**src/verilog/rsu_defs.svh**
```systemverilog
// Constants shared by the upgrade circuitry and its user controller
`ifndef RSU_DEFS_SVH
`define RSU_DEFS_SVH
// Boot image word address loaded at power-up
`define RSU_FACTORY_ADDR 24'h010000
// Core clock and internal watchdog clock
`define RSU_CLK_NS 10
`define RSU_CORE_MHZ 100
`define RSU_WD_MHZ 10
`define RSU_WD_DIV (`RSU_CORE_MHZ / `RSU_WD_MHZ)
// Watchdog time-out reset value, in watchdog clock cycles
`define RSU_WD_TIMEOUT 32'h0270_0008
// Trigger delay and kick period, in core clock cycles
`define RSU_RECONFIG_DELAY 33554431
`define RSU_KICK_PERIOD 33554432
// Least kick pulse width
`define RSU_KICK_PULSE_NS 250
`define RSU_KICK_PULSE_CYC ((`RSU_KICK_PULSE_NS + `RSU_CLK_NS - 1) / `RSU_CLK_NS)
// Parameter access time of the circuitry
`define RSU_BUSY_CYC 4
// Parameter selector codes
`define RSU_P_STATUS 3'h0
`define RSU_P_EARLY_CD 3'h1
`define RSU_P_WD_VALUE 3'h2
`define RSU_P_WD_EN 3'h3
`define RSU_P_BOOT_ADDR 3'h4
// Cause bit positions in the status word
`define RSU_C_CORE 0
`define RSU_C_CRC 1
`define RSU_C_STATUS 2
`define RSU_C_WD 3
`define RSU_C_EXT 4
// Controller register word indices (byte offset = 4 * index)
`define RSU_R_CTRL 6'h00
`define RSU_R_CONFIG 6'h01
`define RSU_R_BOOT 6'h02
`define RSU_R_WDVAL 6'h03
`define RSU_R_CAUSE 6'h04
`define RSU_R_RB_ADDR 6'h05
`define RSU_R_RB_WDVAL 6'h06
`define RSU_R_RB_WDEN 6'h07
// Field positions
`define RSU_CTRL_START 0
`define RSU_CTRL_TRIG 1
`define RSU_ST_BUSY 0
`define RSU_ST_APP 1
`define RSU_ST_DONE 2
`define RSU_CFG_CD 0
`define RSU_CFG_WDEN 1
`define RSU_CFG_KICK 2
`endif

```
**src/verilog/rsu_pkg.sv**
```systemverilog
// Types of the upgrade circuitry and its user controller
package rsu_pkg;
	// Controller sequencer states
	typedef enum logic [1:0] {RSU_S_IDLE, RSU_S_ISSUE, RSU_S_WAIT, RSU_S_TRIG} rsu_seq_t;
	// Circuitry state
	typedef struct packed {
		logic [2:0]  pin_s1;
		logic [2:0]  pin_s2;
		logic        app_mode;
		logic [23:0] cur_addr;
		logic [23:0] boot_addr;
		logic        early_cd;
		logic        wd_en;
		logic [31:0] wd_value;
		logic [31:0] wd_cnt;
		logic [7:0]  wd_pre;
		logic [4:0]  cause;
		logic        pend;
		logic [25:0] dly_cnt;
		logic [7:0]  busy_cnt;
		logic        busy;
		logic [31:0] rdata;
	} rsu_dev_t;
	// Controller state
	typedef struct packed {
		rsu_seq_t    st;
		logic [2:0]  step;
		logic        dph;
		logic        dph_wr;
		logic [5:0]  dph_idx;
		logic        hreadyout;
		logic [31:0] hrdata;
		logic        hresp;
		logic [2:0]  param;
		logic [31:0] wdata;
		logic        rd;
		logic        wr;
		logic        reconfig;
		logic        reset_timer;
		logic [23:0] boot_addr;
		logic        early_cd;
		logic        wd_en;
		logic        kick_en;
		logic [31:0] wd_value;
		logic [4:0]  cause;
		logic [23:0] rb_addr;
		logic        rb_wd_en;
		logic [31:0] rb_wd_value;
		logic        done;
		logic [25:0] kick_cnt;
		logic [7:0]  pulse_cnt;
	} rsu_usr_t;
endpackage

```
**src/verilog/rsu_if.sv**
```systemverilog
// Link between the upgrade circuitry and its user controller
`timescale 1ns/1ps
`default_nettype none
interface rsu_if;
	logic [2:0]  param;       // Parameter selector
	logic [31:0] wdata;       // Parameter write data
	logic [31:0] rdata;       // Parameter read data
	logic        rd;          // Read request pulse
	logic        wr;          // Write request pulse
	logic        busy;        // Access in progress
	logic        reconfig;    // Reconfiguration trigger pulse
	logic        reset_timer; // Watchdog kick
	logic        app_mode;    // Application image running
	modport circuit (input param, wdata, rd, wr, reconfig, reset_timer, output rdata, busy, app_mode);
	modport user (output param, wdata, rd, wr, reconfig, reset_timer, input rdata, busy, app_mode);
endinterface
`default_nettype wire

```
**src/verilog/rsu_user.sv**
```systemverilog
// User controller of the remote upgrade circuitry, AHB-Lite registers
// Operation
// RULE1 - Power-up loads boot image at fixed address
// RULE2 - Circuitry records the reconfiguration cause
// RULE3 - Any application error falls back to boot
// RULE4 - Boot image reads status cause first
// RULE5 - Boot image programs parameters then reconfigures
// RULE6 - Application triggers reload into boot image
// RULE7 - Boot image writes next boot address
// RULE8 - Boot image writes early done check enable
// RULE9 - Boot image writes watchdog enable and time-out
// RULE10 - Boot image reports decoded fallback cause
// RULE11 - Application reads back address, watchdog, triggers
// RULE12 - Reconfiguration trigger delayed by fixed count
// RULE13 - Time-out counted in watchdog clock cycles
// RULE14 - Application kicks watchdog every fixed period
// RULE15 - Kick pulse lasts at least 250 ns
// RULE16 - Watchdog acts only in application image
// RULE17 - Time-out programmed only from boot image
// RULE18 - Watchdog expiry records cause, reloads boot
// RULE19 - Circuitry holds busy during each access
// RULE20 - Start launches parameter write/read sequence
// RULE21 - Selector and data held until busy falls
//
// Our own choices: the register addresses and register access over AHB-Lite.
`timescale 1ns/1ps
`default_nettype none
`include "rsu_defs.svh"
module rsu_user
	import rsu_pkg::*;
#(
	parameter int unsigned KICK_PERIOD = `RSU_KICK_PERIOD,
	parameter int unsigned KICK_PULSE  = `RSU_KICK_PULSE_CYC
) (
	input  wire logic        core_clk,  // Core clock
	input  wire logic        rst,       // Synchronous reset
	rsu_if.user              ru,        // Link to the circuitry
	input  wire logic        hsel,      // AHB slave select
	input  wire logic [31:0] haddr,     // AHB address
	input  wire logic [1:0]  htrans,    // AHB transfer type
	input  wire logic        hwrite,    // AHB write
	input  wire logic [2:0]  hsize,     // AHB size, word only
	input  wire logic [31:0] hwdata,    // AHB write data
	input  wire logic        hready,    // AHB bus ready
	output logic             hreadyout, // AHB slave ready
	output logic [31:0]      hrdata,    // AHB read data
	output logic             hresp      // AHB response, always OKAY
);
	rsu_usr_t r;
	rsu_usr_t n;
	logic start;
	logic trig;
	logic last;
	logic [3:0] op;
	logic [3:0] op_n;

	// Step table: {write, selector} for each image
	function automatic logic [3:0] step_op(input logic app, input logic [2:0] s);
		logic [3:0] o;
		o = {1'b0, `RSU_P_STATUS}; // RULE4
		if (app) begin
			case (s)
				3'h0: o = {1'b0, `RSU_P_BOOT_ADDR}; // RULE11
				3'h1: o = {1'b0, `RSU_P_WD_EN}; // RULE11
				default: o = {1'b0, `RSU_P_WD_VALUE}; // RULE11
			endcase
		end else begin
			case (s)
				3'h0: o = {1'b0, `RSU_P_STATUS}; // RULE4
				3'h1: o = {1'b1, `RSU_P_BOOT_ADDR}; // RULE7
				3'h2: o = {1'b1, `RSU_P_EARLY_CD}; // RULE8
				3'h3: o = {1'b1, `RSU_P_WD_EN}; // RULE9
				default: o = {1'b1, `RSU_P_WD_VALUE}; // RULE9 RULE17
			endcase
		end
		return o;
	endfunction

	// Next state
	always_comb begin
		n = r;
		start = 1'b0;
		trig = 1'b0;
		op = step_op(ru.app_mode, r.step);
		op_n = step_op(ru.app_mode, r.step + 3'h1);
		last = ru.app_mode ? (r.step == 3'h2) : (r.step == 3'h4);
		n.hresp = 1'b0;
		// Bus slave: one wait state on every transfer
		if (r.dph) begin
			n.dph = 1'b0;
			n.hreadyout = 1'b1;
			if (r.dph_wr) begin
				case (r.dph_idx)
					`RSU_R_CTRL: begin
						start = hwdata[`RSU_CTRL_START]; // RULE20
						trig = hwdata[`RSU_CTRL_TRIG]; // RULE6
					end
					`RSU_R_CONFIG: begin
						n.early_cd = hwdata[`RSU_CFG_CD];
						n.wd_en = hwdata[`RSU_CFG_WDEN];
						n.kick_en = hwdata[`RSU_CFG_KICK];
					end
					`RSU_R_BOOT: n.boot_addr = hwdata[23:0];
					`RSU_R_WDVAL: n.wd_value = hwdata;
					default: n.boot_addr = r.boot_addr;
				endcase
			end else begin
				n.hrdata = 32'h0;
				case (r.dph_idx)
					`RSU_R_CTRL: begin
						n.hrdata[`RSU_ST_BUSY] = (r.st != RSU_S_IDLE);
						n.hrdata[`RSU_ST_APP] = ru.app_mode;
						n.hrdata[`RSU_ST_DONE] = r.done;
					end
					`RSU_R_CONFIG: n.hrdata[2:0] = {r.kick_en, r.wd_en, r.early_cd};
					`RSU_R_BOOT: n.hrdata = {8'h00, r.boot_addr};
					`RSU_R_WDVAL: n.hrdata = r.wd_value;
					`RSU_R_CAUSE: n.hrdata = {27'h0, r.cause}; // RULE10
					`RSU_R_RB_ADDR: n.hrdata = {8'h00, r.rb_addr};
					`RSU_R_RB_WDVAL: n.hrdata = r.rb_wd_value;
					`RSU_R_RB_WDEN: n.hrdata = {31'h0, r.rb_wd_en};
					default: n.hrdata = 32'h0;
				endcase
			end
		end else if (hsel && htrans[1] && hready) begin
			n.dph = 1'b1;
			n.dph_wr = hwrite && (haddr[31:8] == 24'h0);
			n.dph_idx = (haddr[31:8] == 24'h0) ? haddr[7:2] : 6'h3f;
			n.hreadyout = 1'b0;
		end
		// Parameter sequencer
		n.reconfig = 1'b0;
		case (r.st)
			RSU_S_IDLE: begin
				if (trig) begin
					n.done = 1'b0;
					n.st = RSU_S_TRIG; // RULE6 RULE11
				end else if (start) begin
					n.done = 1'b0;
					n.step = 3'h0;
					n.st = RSU_S_ISSUE; // RULE20
				end
			end
			RSU_S_ISSUE: begin
				n.param = op[2:0];
				n.wr = op[3];
				n.rd = !op[3];
				case (op[2:0])
					`RSU_P_BOOT_ADDR: n.wdata = {8'h00, r.boot_addr}; // RULE7
					`RSU_P_EARLY_CD: n.wdata = {31'h0, r.early_cd}; // RULE8
					`RSU_P_WD_EN: n.wdata = {31'h0, r.wd_en}; // RULE9
					`RSU_P_WD_VALUE: n.wdata = r.wd_value; // RULE9
					default: n.wdata = 32'h0;
				endcase
				n.st = RSU_S_WAIT;
			end
			RSU_S_WAIT: begin
				n.rd = 1'b0;
				n.wr = 1'b0;
				// Selector and data stay put until busy falls
				if (!r.rd && !r.wr && !ru.busy) begin // RULE21
					if (!op[3]) begin
						case (op[2:0])
							`RSU_P_STATUS: n.cause = ru.rdata[4:0]; // RULE4 RULE10
							`RSU_P_BOOT_ADDR: n.rb_addr = ru.rdata[23:0];
							`RSU_P_WD_EN: n.rb_wd_en = ru.rdata[0];
							`RSU_P_WD_VALUE: n.rb_wd_value = ru.rdata;
							default: n.cause = r.cause;
						endcase
					end
					if (!last) begin
						n.step = r.step + 3'h1;
						n.param = op_n[2:0];
						n.st = RSU_S_ISSUE;
					end else if (ru.app_mode) begin
						n.done = 1'b1;
						n.st = RSU_S_IDLE;
					end else begin
						n.st = RSU_S_TRIG; // RULE5
					end
				end
			end
			RSU_S_TRIG: begin
				n.reconfig = 1'b1; // RULE5 RULE6
				n.done = 1'b1;
				n.st = RSU_S_IDLE;
			end
			default: n.st = RSU_S_IDLE;
		endcase
		// Watchdog kick in the application image
		if (r.pulse_cnt != 8'h00) begin
			n.pulse_cnt = r.pulse_cnt - 8'h01;
		end else begin
			n.reset_timer = 1'b0;
		end
		if (ru.app_mode && r.kick_en) begin
			if (r.kick_cnt == 26'h0) begin
				n.kick_cnt = 26'(KICK_PERIOD - 1); // RULE14
				n.pulse_cnt = 8'(KICK_PULSE - 1); // RULE15
				n.reset_timer = 1'b1; // RULE14
			end else begin
				n.kick_cnt = r.kick_cnt - 26'h1;
			end
		end else begin
			n.kick_cnt = 26'h0;
		end
	end

	// State register
	always_ff @(posedge core_clk) begin
		if (rst) begin
			r <= '0;
			r.st <= RSU_S_IDLE;
			r.hreadyout <= 1'b1;
			r.boot_addr <= `RSU_FACTORY_ADDR;
			r.wd_value <= `RSU_WD_TIMEOUT;
		end else begin
			r <= n;
		end
	end

	assign ru.param = r.param;
	assign ru.wdata = r.wdata;
	assign ru.rd = r.rd;
	assign ru.wr = r.wr;
	assign ru.reconfig = r.reconfig;
	assign ru.reset_timer = r.reset_timer;
	assign hreadyout = r.hreadyout;
	assign hrdata = r.hrdata;
	assign hresp = r.hresp;
endmodule
`default_nettype wire

```
**src/flat_wrapper.sv**
```systemverilog
// flat-port wrapper written by rule: the top's interface ports become plain ports
module rsu_user_flat import rsu_pkg::*;
#(
	parameter int unsigned KICK_PERIOD = `RSU_KICK_PERIOD,
	parameter int unsigned KICK_PULSE  = `RSU_KICK_PULSE_CYC
)
  (core_clk, rst, hsel, haddr, htrans, hwrite, hsize, hwdata, hready, hreadyout, hrdata, hresp, ru_param, ru_wdata, ru_rd, ru_wr, ru_reconfig, ru_reset_timer, ru_rdata, ru_busy, ru_app_mode);
  rsu_if ru_i ();
  input  wire logic core_clk;
  input  wire logic rst;
  input  wire logic hsel;
  input  wire logic [31:0] haddr;
  input  wire logic [1:0] htrans;
  input  wire logic hwrite;
  input  wire logic [2:0] hsize;
  input  wire logic [31:0] hwdata;
  input  wire logic hready;
  output logic hreadyout;
  output logic [31:0] hrdata;
  output logic hresp;
  output wire logic [$bits(ru_i.param)-1:0] ru_param;
  output wire logic [$bits(ru_i.wdata)-1:0] ru_wdata;
  output wire logic [$bits(ru_i.rd)-1:0] ru_rd;
  output wire logic [$bits(ru_i.wr)-1:0] ru_wr;
  output wire logic [$bits(ru_i.reconfig)-1:0] ru_reconfig;
  output wire logic [$bits(ru_i.reset_timer)-1:0] ru_reset_timer;
  input wire logic [$bits(ru_i.rdata)-1:0] ru_rdata;
  input wire logic [$bits(ru_i.busy)-1:0] ru_busy;
  input wire logic [$bits(ru_i.app_mode)-1:0] ru_app_mode;
  assign ru_param = ru_i.param;
  assign ru_wdata = ru_i.wdata;
  assign ru_rd = ru_i.rd;
  assign ru_wr = ru_i.wr;
  assign ru_reconfig = ru_i.reconfig;
  assign ru_reset_timer = ru_i.reset_timer;
  assign ru_i.rdata = ru_rdata;
  assign ru_i.busy = ru_busy;
  assign ru_i.app_mode = ru_app_mode;
  rsu_user #(.KICK_PERIOD(KICK_PERIOD), .KICK_PULSE(KICK_PULSE)) u_core (.core_clk(core_clk), .rst(rst), .ru(ru_i), .hsel(hsel), .haddr(haddr), .htrans(htrans), .hwrite(hwrite), .hsize(hsize), .hwdata(hwdata), .hready(hready), .hreadyout(hreadyout), .hrdata(hrdata), .hresp(hresp));
endmodule
```
**config.mk**
```make
export PLATFORM = sky130hd
export DESIGN_NAME = rsu_user_flat
export DESIGN_NICKNAME = d
export VERILOG_FILES = /design/src/verilog/rsu_pkg.sv /design/src/verilog/rsu_if.sv /design/src/verilog/rsu_user.sv /design/src/flat_wrapper.sv
export VERILOG_INCLUDE_DIRS = /design/src /design/src/verilog
export SDC_FILE = /design/constraint.sdc
export NUM_CORES = 1
export LEC_CHECK = 0
export CORE_MARGIN = 2
export CORE_UTILIZATION = 35
export DETAILED_ROUTE_END_ITERATION = 10
export DONT_BUFFER_PORTS = 1
export PLACE_DENSITY_LB_ADDON = 0.15
export SYNTH_ARGS = -nofsm -noshare
export SYNTH_HDL_FRONTEND = slang
export SYNTH_SLANG_ARGS = --single-unit
```
**constraint.sdc**
```tcl
create_clock -name core_clk -period 2.7 [get_ports core_clk]
set_input_delay 0.405 -clock core_clk [delete_from_list [all_inputs] [get_ports core_clk]]
set_output_delay 0.405 -clock core_clk [all_outputs]
set_load 0.05 [all_outputs]
```
After elaboration in Yosys (flattened, before gate mapping). Index checks and enable logic that the tools add are counted. Widths: inputs -> output; s select.

Magnitude comparators: 0. Bitwise operators: 4. Multiply operators: 0. Shift-type cells: 0. Multiplexer cells: 50. Equal/unequal tests: 28. Divide/modulo/power cells: 0. Reduce and logical (&&, ||, !) cells: 38. Add/subtract/negate cells: 3.

Operator list (count): $pmux 29 s5 (1); $pmux 32 s4 (1); $mux 63 (1); $mux 62 (1); $mux 32 (1); $logic_not 26->1 (1); $mux 26 (1); $sub 26x1->26 const B (1); $eq 6x3->1 const B (4); $logic_not 24->1 (1); $mux 24 (1); $mux 8 (3); $pmux 3 s2 (4); $pmux 3 s8 (1); $eq 3x2->1 const B (6); $mux 1 (16); $pmux 4 s4 (1); $reduce_and 4->1 (4); $mux 3 (5); $mux 5 (3); $eq 6x2->1 const B (2); $pmux 3 s4 (1); $reduce_and 3->1 (4); $reduce_and 5->1 (2); other kinds (29) (57).

Output and inout port bits: 73. Memory bits (read-only): 0. Memory bits (writable): 0. Input bits: 108. Memories kept: 0. Bits in latches: 0. Word-level logic and storage cells: 149. Register bits after elaboration: 241.

Longest topological paths before layout. Gate-level depths: netlist of run 1.

Depth after elaboration: 8. Depth in mapped cells: 10. Gate-level depth less buffers: 7.

Worst setup path before layout of run 1. OpenSTA, ideal clock, no wires.

Path kind: reg2reg. Start: reg u_core.r[239] (netlist name). End: reg u_core.r[71] (netlist name). Required time: 2630 ps. Setup time: 70 ps. Path buffers: 3. Stages on the path, launching flop included: 11. Period minus slack after synthesis: 2360 ps. Arrival: 2289 ps. Setup slack: 340 ps. Cells stage by stage: dfxtp_1 > clkbuf_1 > inv_1 > ha_1 > or4b_1 > a21oi_2 > and3_1 > buf_2 > buf_2 > nand2_1 > a21oi_1.

Longest elaborated chain between the ends: 5. Elaborated cells on any way between the ends: 10. Classes of those cells: eq/ne (4); mux (3); bitwise (1); reduce/logical (2).

RTL lines: from (decl) (RTL line rsu_user.sv:49) `rsu_usr_t r;`; from (signal assigned) (RTL line rsu_user.sv:218) `r <= n;`; $eq 3x2->1 (tied with other cells) (RTL line rsu_user.sv:68) `case (s)`; $pmux 4 s4 or $pmux 3 s2 (tied branches) (RTL line rsu_user.sv:68, rsu_user.sv:62); $mux 4 (*) (RTL line rsu_user.sv:61) `if (app) begin`; $eq 3x3->1 or $not 1->1 (tied branches); $reduce_and 4->1 (no source line) (*).

Every way passes the cells marked *; elsewhere a longest branch is shown, timed or not. A chain may end at the register's enable or synchronous reset.

Final worst setup path of run 1.
Start: reg u_core.r[231] (netlist name). End: reg u_core.r[136] (netlist name).

Longest elaborated chain between the ends: 2.

RTL lines: $eq 6x2->1 (RTL line rsu_user.sv:93) `case (r.dph_idx)`; $reduce_and 3->1 (no source line).

Every way passes these cells.

==> results of run 1 <==
[metrics by stage]
| stage | total power [mW] | hold WS (ns) | area [um^2] |
|---|---|---|---|
| finish | 8.28 | 0.0220 | 12500 |
| global placement | 4.32 | 0.438 | 10600 |
| global route | 8.64 | 0.0162 | 12500 |
| floorplan | 4.23 | 0.426 | 10700 |
| CTS | 8.39 | 0.00383 | 12500 |
| detailed placement | 4.32 | 0.442 | 10600 |
[per-layer routing]
layer,part of all wire,GRT usage
met1,0.46,0.274
met2,0.47,0.336
met3,0.064,0.0390
met4,0.015,0.0413
met5,0,0
[worst max-delay path, cell delays in order, from the launching register on]
cell and delay [ns]:
dfxtp_1 0.40, nor3_2 0.29, and3_1 0.23, buf_4 0.25
and3_1 0.20, buf_6 0.26, nand2_1 0.09, a21oi_1 0.13
dlygate4sd3_1 0.56
[kinds of logic (layout without fill, tap and decap cells)]
kind of cell,count (synthesis),count (layout),share of synthesized area
and+or+nand+nor,530,530,0.221
AOI/OAI and AO/OA,303,303,0.184
DFF,241,241,0.451
buffers and inverters,174,191,0.0880
xor gates and xnor gates,25,25,0.0205
muxes,19,19,0.0178
adders and majority gates,14,14,0.0164
other,1,1,0.000351
[power breakdown]
part	internal [mW]	switching, mW
Clock	2.40	1.48
Combinational	0.318	0.363
Sequential	3.63	0.0825
Total	6.35	1.93
[worst paths after layout]
| path | slack, ns | depth (start not counted) | to | from |
|---|---|---|---|---|
| min reg2reg | 0.46 | 2 | u_core.r[69] | u_core.r[69] |
| max reg2reg | 0.24 | 8 | u_core.r[136] | u_core.r[231] |
| min | 0.02 | 2 | u_core.r[64] | ru_rdata[29] |
| max | 0.24 | 8 | u_core.r[136] | u_core.r[231] |
[state kept, by name, indices dropped and copies added, names as in the netlist]
| register | count |
|---|---|
| u_core.hrdata | 32 |
| u_core.hreadyout | 1 |
| u_core.r | 169 |
| u_core.ru.param | 3 |
| u_core.ru.rd | 1 |
| u_core.ru.reconfig | 1 |
| u_core.ru.reset_timer | 1 |
| u_core.ru.wdata | 32 |
| u_core.ru.wr | 1 |
[cells in the mapped netlist (all sizes together), types with 20 or more instances]
cell type / number
a21oi: 138
a22oi: 34
buf: 83
clkbuf: 77
dfxtp: 241
nand2: 311
nand3: 20
nor2: 75
nor3: 24
nor4: 20
o21ai: 40
[area by class of cell]
class / instances / area share
flip-flops and latches: 241 / 0.386
clock inverters: 9 / 0.00991
multi-input cells: 892 / 0.395
inverters: 14 / 0.00420
repair buffers: 127 / 0.0990
well taps: 390 / 0.0390
clock buffers: 41 / 0.0665
[what timing repair did]
item,4_1_cts,5_1_grt
hold endpoints to repair,164,0
resized for setup,0,2
hold buffers,90,0
setup buffers,0,1
endpoints found under the setup margin,0,10
==> impl_metrics.toml, run 1 <==
[logic_synthesis]
synth-seq-cells = 241
async_flop_share = 0
syn_nets = 1429
synth_area_leader_cell = "dfxtp_1"
synth_seq_area_share = 0.451
yosysWarnings = 0
synth_top_area_share = 0.451
synth.avg_cell_area_um2 = 8.18
syn_inst = 1307
synth-edff-count = 0
yosysUniqueCellTypes = 66
ys.flop_type = "dfxtp_1"
synthTopCellsByArea = "dfxtp_1 (45%), nand2_1 (11%), a21oi_1 (6.1%)"
synth_area_um2 = 10700

[global_routing]
grtUsageTotal = 0.203
grt_pass1_vias = 9009
grt_max_degree = 132
antenna_found_initial = 1
grt_pass1_wl_um = 51000
grt-ovfl-total = 0

[sta]
worst_pin_slew_ns = 0.646
setup_tns_ns = 0
finalWorstSetupSlack_ns = 0.237
post-route-period-util = 0.912
fin_crit_ns = 2.46
final.setup_skew_ns = 0.0179
setup_viol = 0
timing.fmax_ghz = 0.406
rsz0062_at_grt = "false"
relSlewSlack = 0.570
final_hold_viol_count = 0
final_max_slew_viol_count = 0

[worst_hold_path]
hold_path_class = "in2reg"

[worst_setup_path]
end_kind = "flip-flop"
crit_fanout = 24
critPathKind = "reg2reg"
arrival_ns = 2.94
cp-start-kind = "flip-flop"
required_ns = 3.18

[die]
io_pins = 181
core_um2 = 29900
die_w_um = 179
die_h_um = 179
placement_rows = 63
die_area_um2 = 32000
initial_utilization = 0.358

[detailed_routing]
ant_nets = 0
dr.pass1.iters = 6
vias = 9148
wl_um = 32300
drt_iter0_drc = 635
wl_per_cell_um = 18.8
drcViolationCount = 0
vias_per_cell = 5.34

[place]
port_buffers = 0
pre_cts_ws_ns = 0.268
routabilityCongestion = 0.783
placedCellCount = 1573
dp_hpwl_um = 19900

[power_and_ir_drop]
powerDensity_nw_per_um2 = 662
irDropWorstVdd_mv = 0.473
leakage_nw = 4.60

[final_layout]
n_antenna_cell = 0
final_layout_size_suffix_gt1_frac = 0.0838
finalNonFillerCells = 1714
layout_commonest_cell = "nand2_1"
final_cell_mix = "nand2_1 (311), dfxtp_1 (241), a21oi_1 (131), dlygate4sd3_1 (89), nor2_1 (70)"
n_fill_cell = 3009
final_util = 0.418
multiInputGateArea_um2 = 4940
fin_nets = 1427
syn_to_final_growth_pct = 16.9
seq_area_um2 = 4820

[clock_tree]
clk_latency_ns = 0.54
cts.sinks = 241
cts_tree = "built"
root_buffer = "clkbuf_16"
path_clk_slew_ns = 0.06
clockBufferDepth = 3
htreeDepth = 1
cts_buffers = 29

[job]
cap_viol_max_count = 0

[run_status]
run_status = "complete, no violations"
Power figures use the tool's default switching activity.
==> run 2: changes to the inputs <==
- clock period: 2.7 -> 3 ns (I/O delays scaled with it)
==> impl_metrics.toml, run 2 (synthesized netlist as in run 1, its figures left out) <==
[clock_tree]
cts.sinks = 241
clk_latency_ns = 0.54
htreeDepth = 1
cts_tree = "built"
path_clk_slew_ns = 0.06
clockBufferDepth = 3
cts_setup_buffers = 0
cts_buffers = 28
root_buffer = "clkbuf_16"

[final_layout]
final_cell_mix = "nand2_1 (311), dfxtp_1 (241), a21oi_1 (131), nor2_1 (71), o21ai_0 (39)"
final_util = 0.387
n_antenna_cell = 0
final_layout_size_suffix_gt1_frac = 0.0869
fin_nets = 1334
top_register = "u_core.r"
layout_commonest_cell = "nand2_1"
largest_reg_flops = 169
n_fill_cell = 3061
syn_to_final_growth_pct = 8.11

[power_and_ir_drop]
leakage_nw = 4.14
irDropWorstVdd_mv = 0.384
powerDensity_nw_per_um2 = 638
power.total_mw = 7.37

[place]
routabilityCongestion = 0.771
port_buffers = 0
dp_hpwl_um = 19800

[die]
placement_rows = 63
die_area_um2 = 32000
die_w_um = 179
initial_utilization = 0.358
die_h_um = 179
core_um2 = 29900
io_pins = 181

[worst_setup_path]
arrival_ns = 2.95
critPathKind = "reg2reg"
cp-start-kind = "flip-flop"
end_kind = "flip-flop"
reg2reg_slack_ns = 0.52
crit_fanout = 24
required_ns = 3.46

[job]
cap_viol_max_count = 0

[sta]
post-route-period-util = 0.828
setup_tns_ns = 0
setup_viol = 0
worst_pin_slew_ns = 0.727
rsz0062_at_grt = "false"
fin_crit_ns = 2.48
relSlewSlack = 0.514
final_hold_viol_count = 0
timing.fmax_ghz = 0.402
final.setup_skew_ns = 0.00840
holdWs_ns = 0.0233
final_max_slew_viol_count = 0

[detailed_routing]
drcViolationCount = 0
wl_per_cell_um = 19.5
vias_per_cell = 5.29
wl_um = 31600
vias = 8567
dr.pass1.iters = 5
ant_nets = 0
drt_iter0_drc = 578

[global_routing]
grtUsageTotal = 0.196
antenna_found_initial = 0
grt_max_degree = 111
grt-ovfl-total = 0
grt_pass1_vias = 8292
grt_pass1_wl_um = 48500

[run_status]
run_status = "complete, no violations"

[worst_hold_path]
hold_path_class = "in2reg"
==> run 2: area by class of cell <==
| class | instances | area (um^2) | area share |
|---|---|---|---|
| inverters | 14 | 52.6 | 0.00455 |
| well taps | 390 | 488 | 0.0422 |
| flip-flops and latches | 241 | 4820 | 0.417 |
| clock inverters | 8 | 115 | 0.00996 |
| multi-input cells | 892 | 4940 | 0.427 |
| repair buffers | 35 | 285 | 0.0247 |
| clock buffers | 41 | 851 | 0.0736 |
==> run 2: final timing paths <==
kind,from,end,cells past startpoint
hold reg to reg,u_core.r[63],u_core.r[63],2
setup / recovery,u_core.r[237],u_core.r[77],7
hold / removal,rst,u_core.hreadyout,1
setup reg to reg,u_core.r[237],u_core.r[77],7
==> run 2: per-layer routing <==
layer / up-vias / GRT usage / wire, um
met1: 4035 / 0.266 / 14800
met4: 0 / 0.0383 / 413
met3: 35 / 0.0439 / 2100
li1: 4267 / - / -
met5: - / 0 / 0
met2: 230 / 0.319 / 14300
==> run 2: power by group <==
part	internal, mW	leakage [nW]	switching (mW)
sequential	3.27	1.94	0.0727
clock	2.20	0.482	1.33
combinational	0.216	1.72	0.282
total	5.68	4.14	1.69
==> run 2: timing repair <==
action                     in CTS  in global routing
hold buffers                    2                  0
resized for setup               0                  0
setup endpoints to repair       0                  0
hold endpoints to repair       62                  0
==> run 2: per-stage QoR <==
stage / cell area [um^2] / worst slack [ns] / std cells
after floorplan: 10700 / 0.640 / 1307
after global placement: 10600 / 0.569 / 1570
after detailed placement: 10600 / 0.535 / 1570
after CTS: 11600 / 0.523 / 1621
after global routing: 11600 / 0.329 / 1621
final: 11600 / 0.515 / 1621
==> run 2: worst max-delay path, stage by stage (launching register included) <==
cell	delay, ns
dfxtp_1	0.43
ha_1	0.45
or4b_1	0.50
a21oi_2	0.25
and3_1	0.19
buf_4	0.34
nand2_1	0.10
a21oi_1	0.14
==> run 3: changes to the inputs <==
- clock period: 3 -> 2.2 ns (I/O delays scaled with it)
==> impl_metrics.toml, run 3 (synthesized netlist as in run 1, its figures left out) <==
[global_routing]
grt_pass1_vias = 8545
grt_pass1_wl_um = 48100
grt_max_degree = 172
grtUsageTotal = 0.191
grt-ovfl-total = 0
antenna_found_initial = 0

[die]
io_pins = 181
die_w_um = 179
die_area_um2 = 32000
die_h_um = 179
initial_utilization = 0.358
core_um2 = 29900
placement_rows = 63

[final_layout]
final_layout_size_suffix_gt1_frac = 0.135
layout_commonest_cell = "nand2_1"
syn_to_final_growth_pct = 18.4
largest_reg_flops = 169
finalNonFillerCells = 1702
top_register = "u_core.r"
n_antenna_cell = 0
final_cell_mix = "nand2_1 (309), dfxtp_1 (236), a21oi_1 (124), nor2_1 (68), buf_4 (52)"
final_util = 0.424
n_fill_cell = 3012
fin_nets = 1412

[power_and_ir_drop]
irDropWorstVdd_mv = 0.671
leakage_nw = 4.63
powerDensity_nw_per_um2 = 833
power.total_mw = 10.5

[clock_tree]
path_clk_slew_ns = 0.06
cts.sinks = 241
clockBufferDepth = 3
root_buffer = "clkbuf_16"
cts_tree = "built"
cts_buffers = 29
htreeDepth = 1
clk_latency_ns = 0.56

[worst_hold_path]
hold_path_class = "in2reg"

[place]
dp_hpwl_um = 20000
routabilityCongestion = 0.802
pre_cts_ws_ns = -0.0330
placedCellCount = 1602
port_buffers = 0

[detailed_routing]
ant_nets = 0
drt_iter0_drc = 698
wl_um = 31900
drcViolationCount = 0
dr.pass1.iters = 6
wl_per_cell_um = 18.7
vias_per_cell = 5.21
vias = 8861

[worst_setup_path]
crit_fanout = 6
crit_chain = "or4_4 > or4_4 > or4_4 > o21ai_4 > nor2_1"
arrival_ns = 2.63
end_kind = "flip-flop"
critPathKind = "reg2reg"
crit_slowest_cell = "or4_4"
required_ns = 2.64
worst-path-buf-inv = 0
cp-start-kind = "flip-flop"
cp_common_cell = "or4_4"
critical-path-top-delay-family = "simple AND/OR/NAND/NOR gates"
max_stage_delay_ns = 0.54

[sta]
final_hold_viol_count = 83
final_max_slew_viol_count = 0
fin_crit_ns = 2.19
rsz0062_at_grt = "true"
post-route-period-util = 0.996
holdWs_ns = -0.0997
relSlewSlack = 0.265
finalWorstSetupSlack_ns = 0.00804
setup_tns_ns = 0
worst_pin_slew_ns = 1.10
final.setup_skew_ns = 0.0116
setup_viol = 0
timing.fmax_ghz = 0.456

[run_status]
run_status = "finished, violations left"
violations = "hold timing"

[job]
cap_viol_max_count = 0
==> run 3: layer usage <==
layer  track usage  up-vias  wire length [um]
li1              -     4425                 -
met1         0.255     4154             14500
met2         0.321      240             15000
met3        0.0331       42              1690
met4        0.0427        0               673
met5             0        -                 0
==> run 3: path summary, 6_finish.rpt <==
| path | from | end | slack [ns] | depth (start not counted) |
|---|---|---|---|---|
| hold reg to reg | u_core.r[53] | u_core.r[53] | 0.45 | 2 |
| setup / recovery | u_core.r[28] | u_core.r[2] | 0.008 | 5 |
| setup reg to reg | u_core.r[28] | u_core.r[2] | 0.008 | 5 |
| hold / removal | ru_rdata[17] | u_core.r[52] | -0.1 | 2 |
==> run 3: worst register-to-register path, stage by stage, from the launching register on <==
cell	delay, ns
dfxtp_2	0.32
or4_4	0.54
or4_4	0.43
or4_4	0.51
o21ai_4	0.21
nor2_1	0.07
==> run 3: final cells by class <==
type	instances	area [um^2]	share of cell area
inverters	14	52.6	0.00415
clock inverters	12	230	0.0182
repair buffers	112	1110	0.0876
multi-input cells	892	5120	0.404
well taps	390	488	0.0386
clock buffers	41	821	0.0649
flip-flops and latches	241	4840	0.382
==> run 3: metrics by stage <==
step,hold WS (ns),area [um^2]
2_1_floorplan,0.426,10700
3_3_place_gp,0.439,10900
5_1_grt,-0.163,12700
4_1_cts,-0.138,12200
3_5_place_dp,0.432,10900
6_report,-0.0997,12700
==> run 3: what timing repair did <==
item,4_1_cts,5_1_grt
hold buffers,25,15
setup endpoints to repair,4,105
pin swaps,0,11
hold endpoints to repair,164,148
cloned,0,4
buffers inserted,0,3
resized for setup,3,55
==> run 3: where the power goes <==
group / internal (mW) / switching (mW) / leakage [nW]
combinational: 0.365 / 0.401 / 2.17
clock: 3.30 / 1.92 / 0.508
sequential: 4.45 / 0.0982 / 1.95
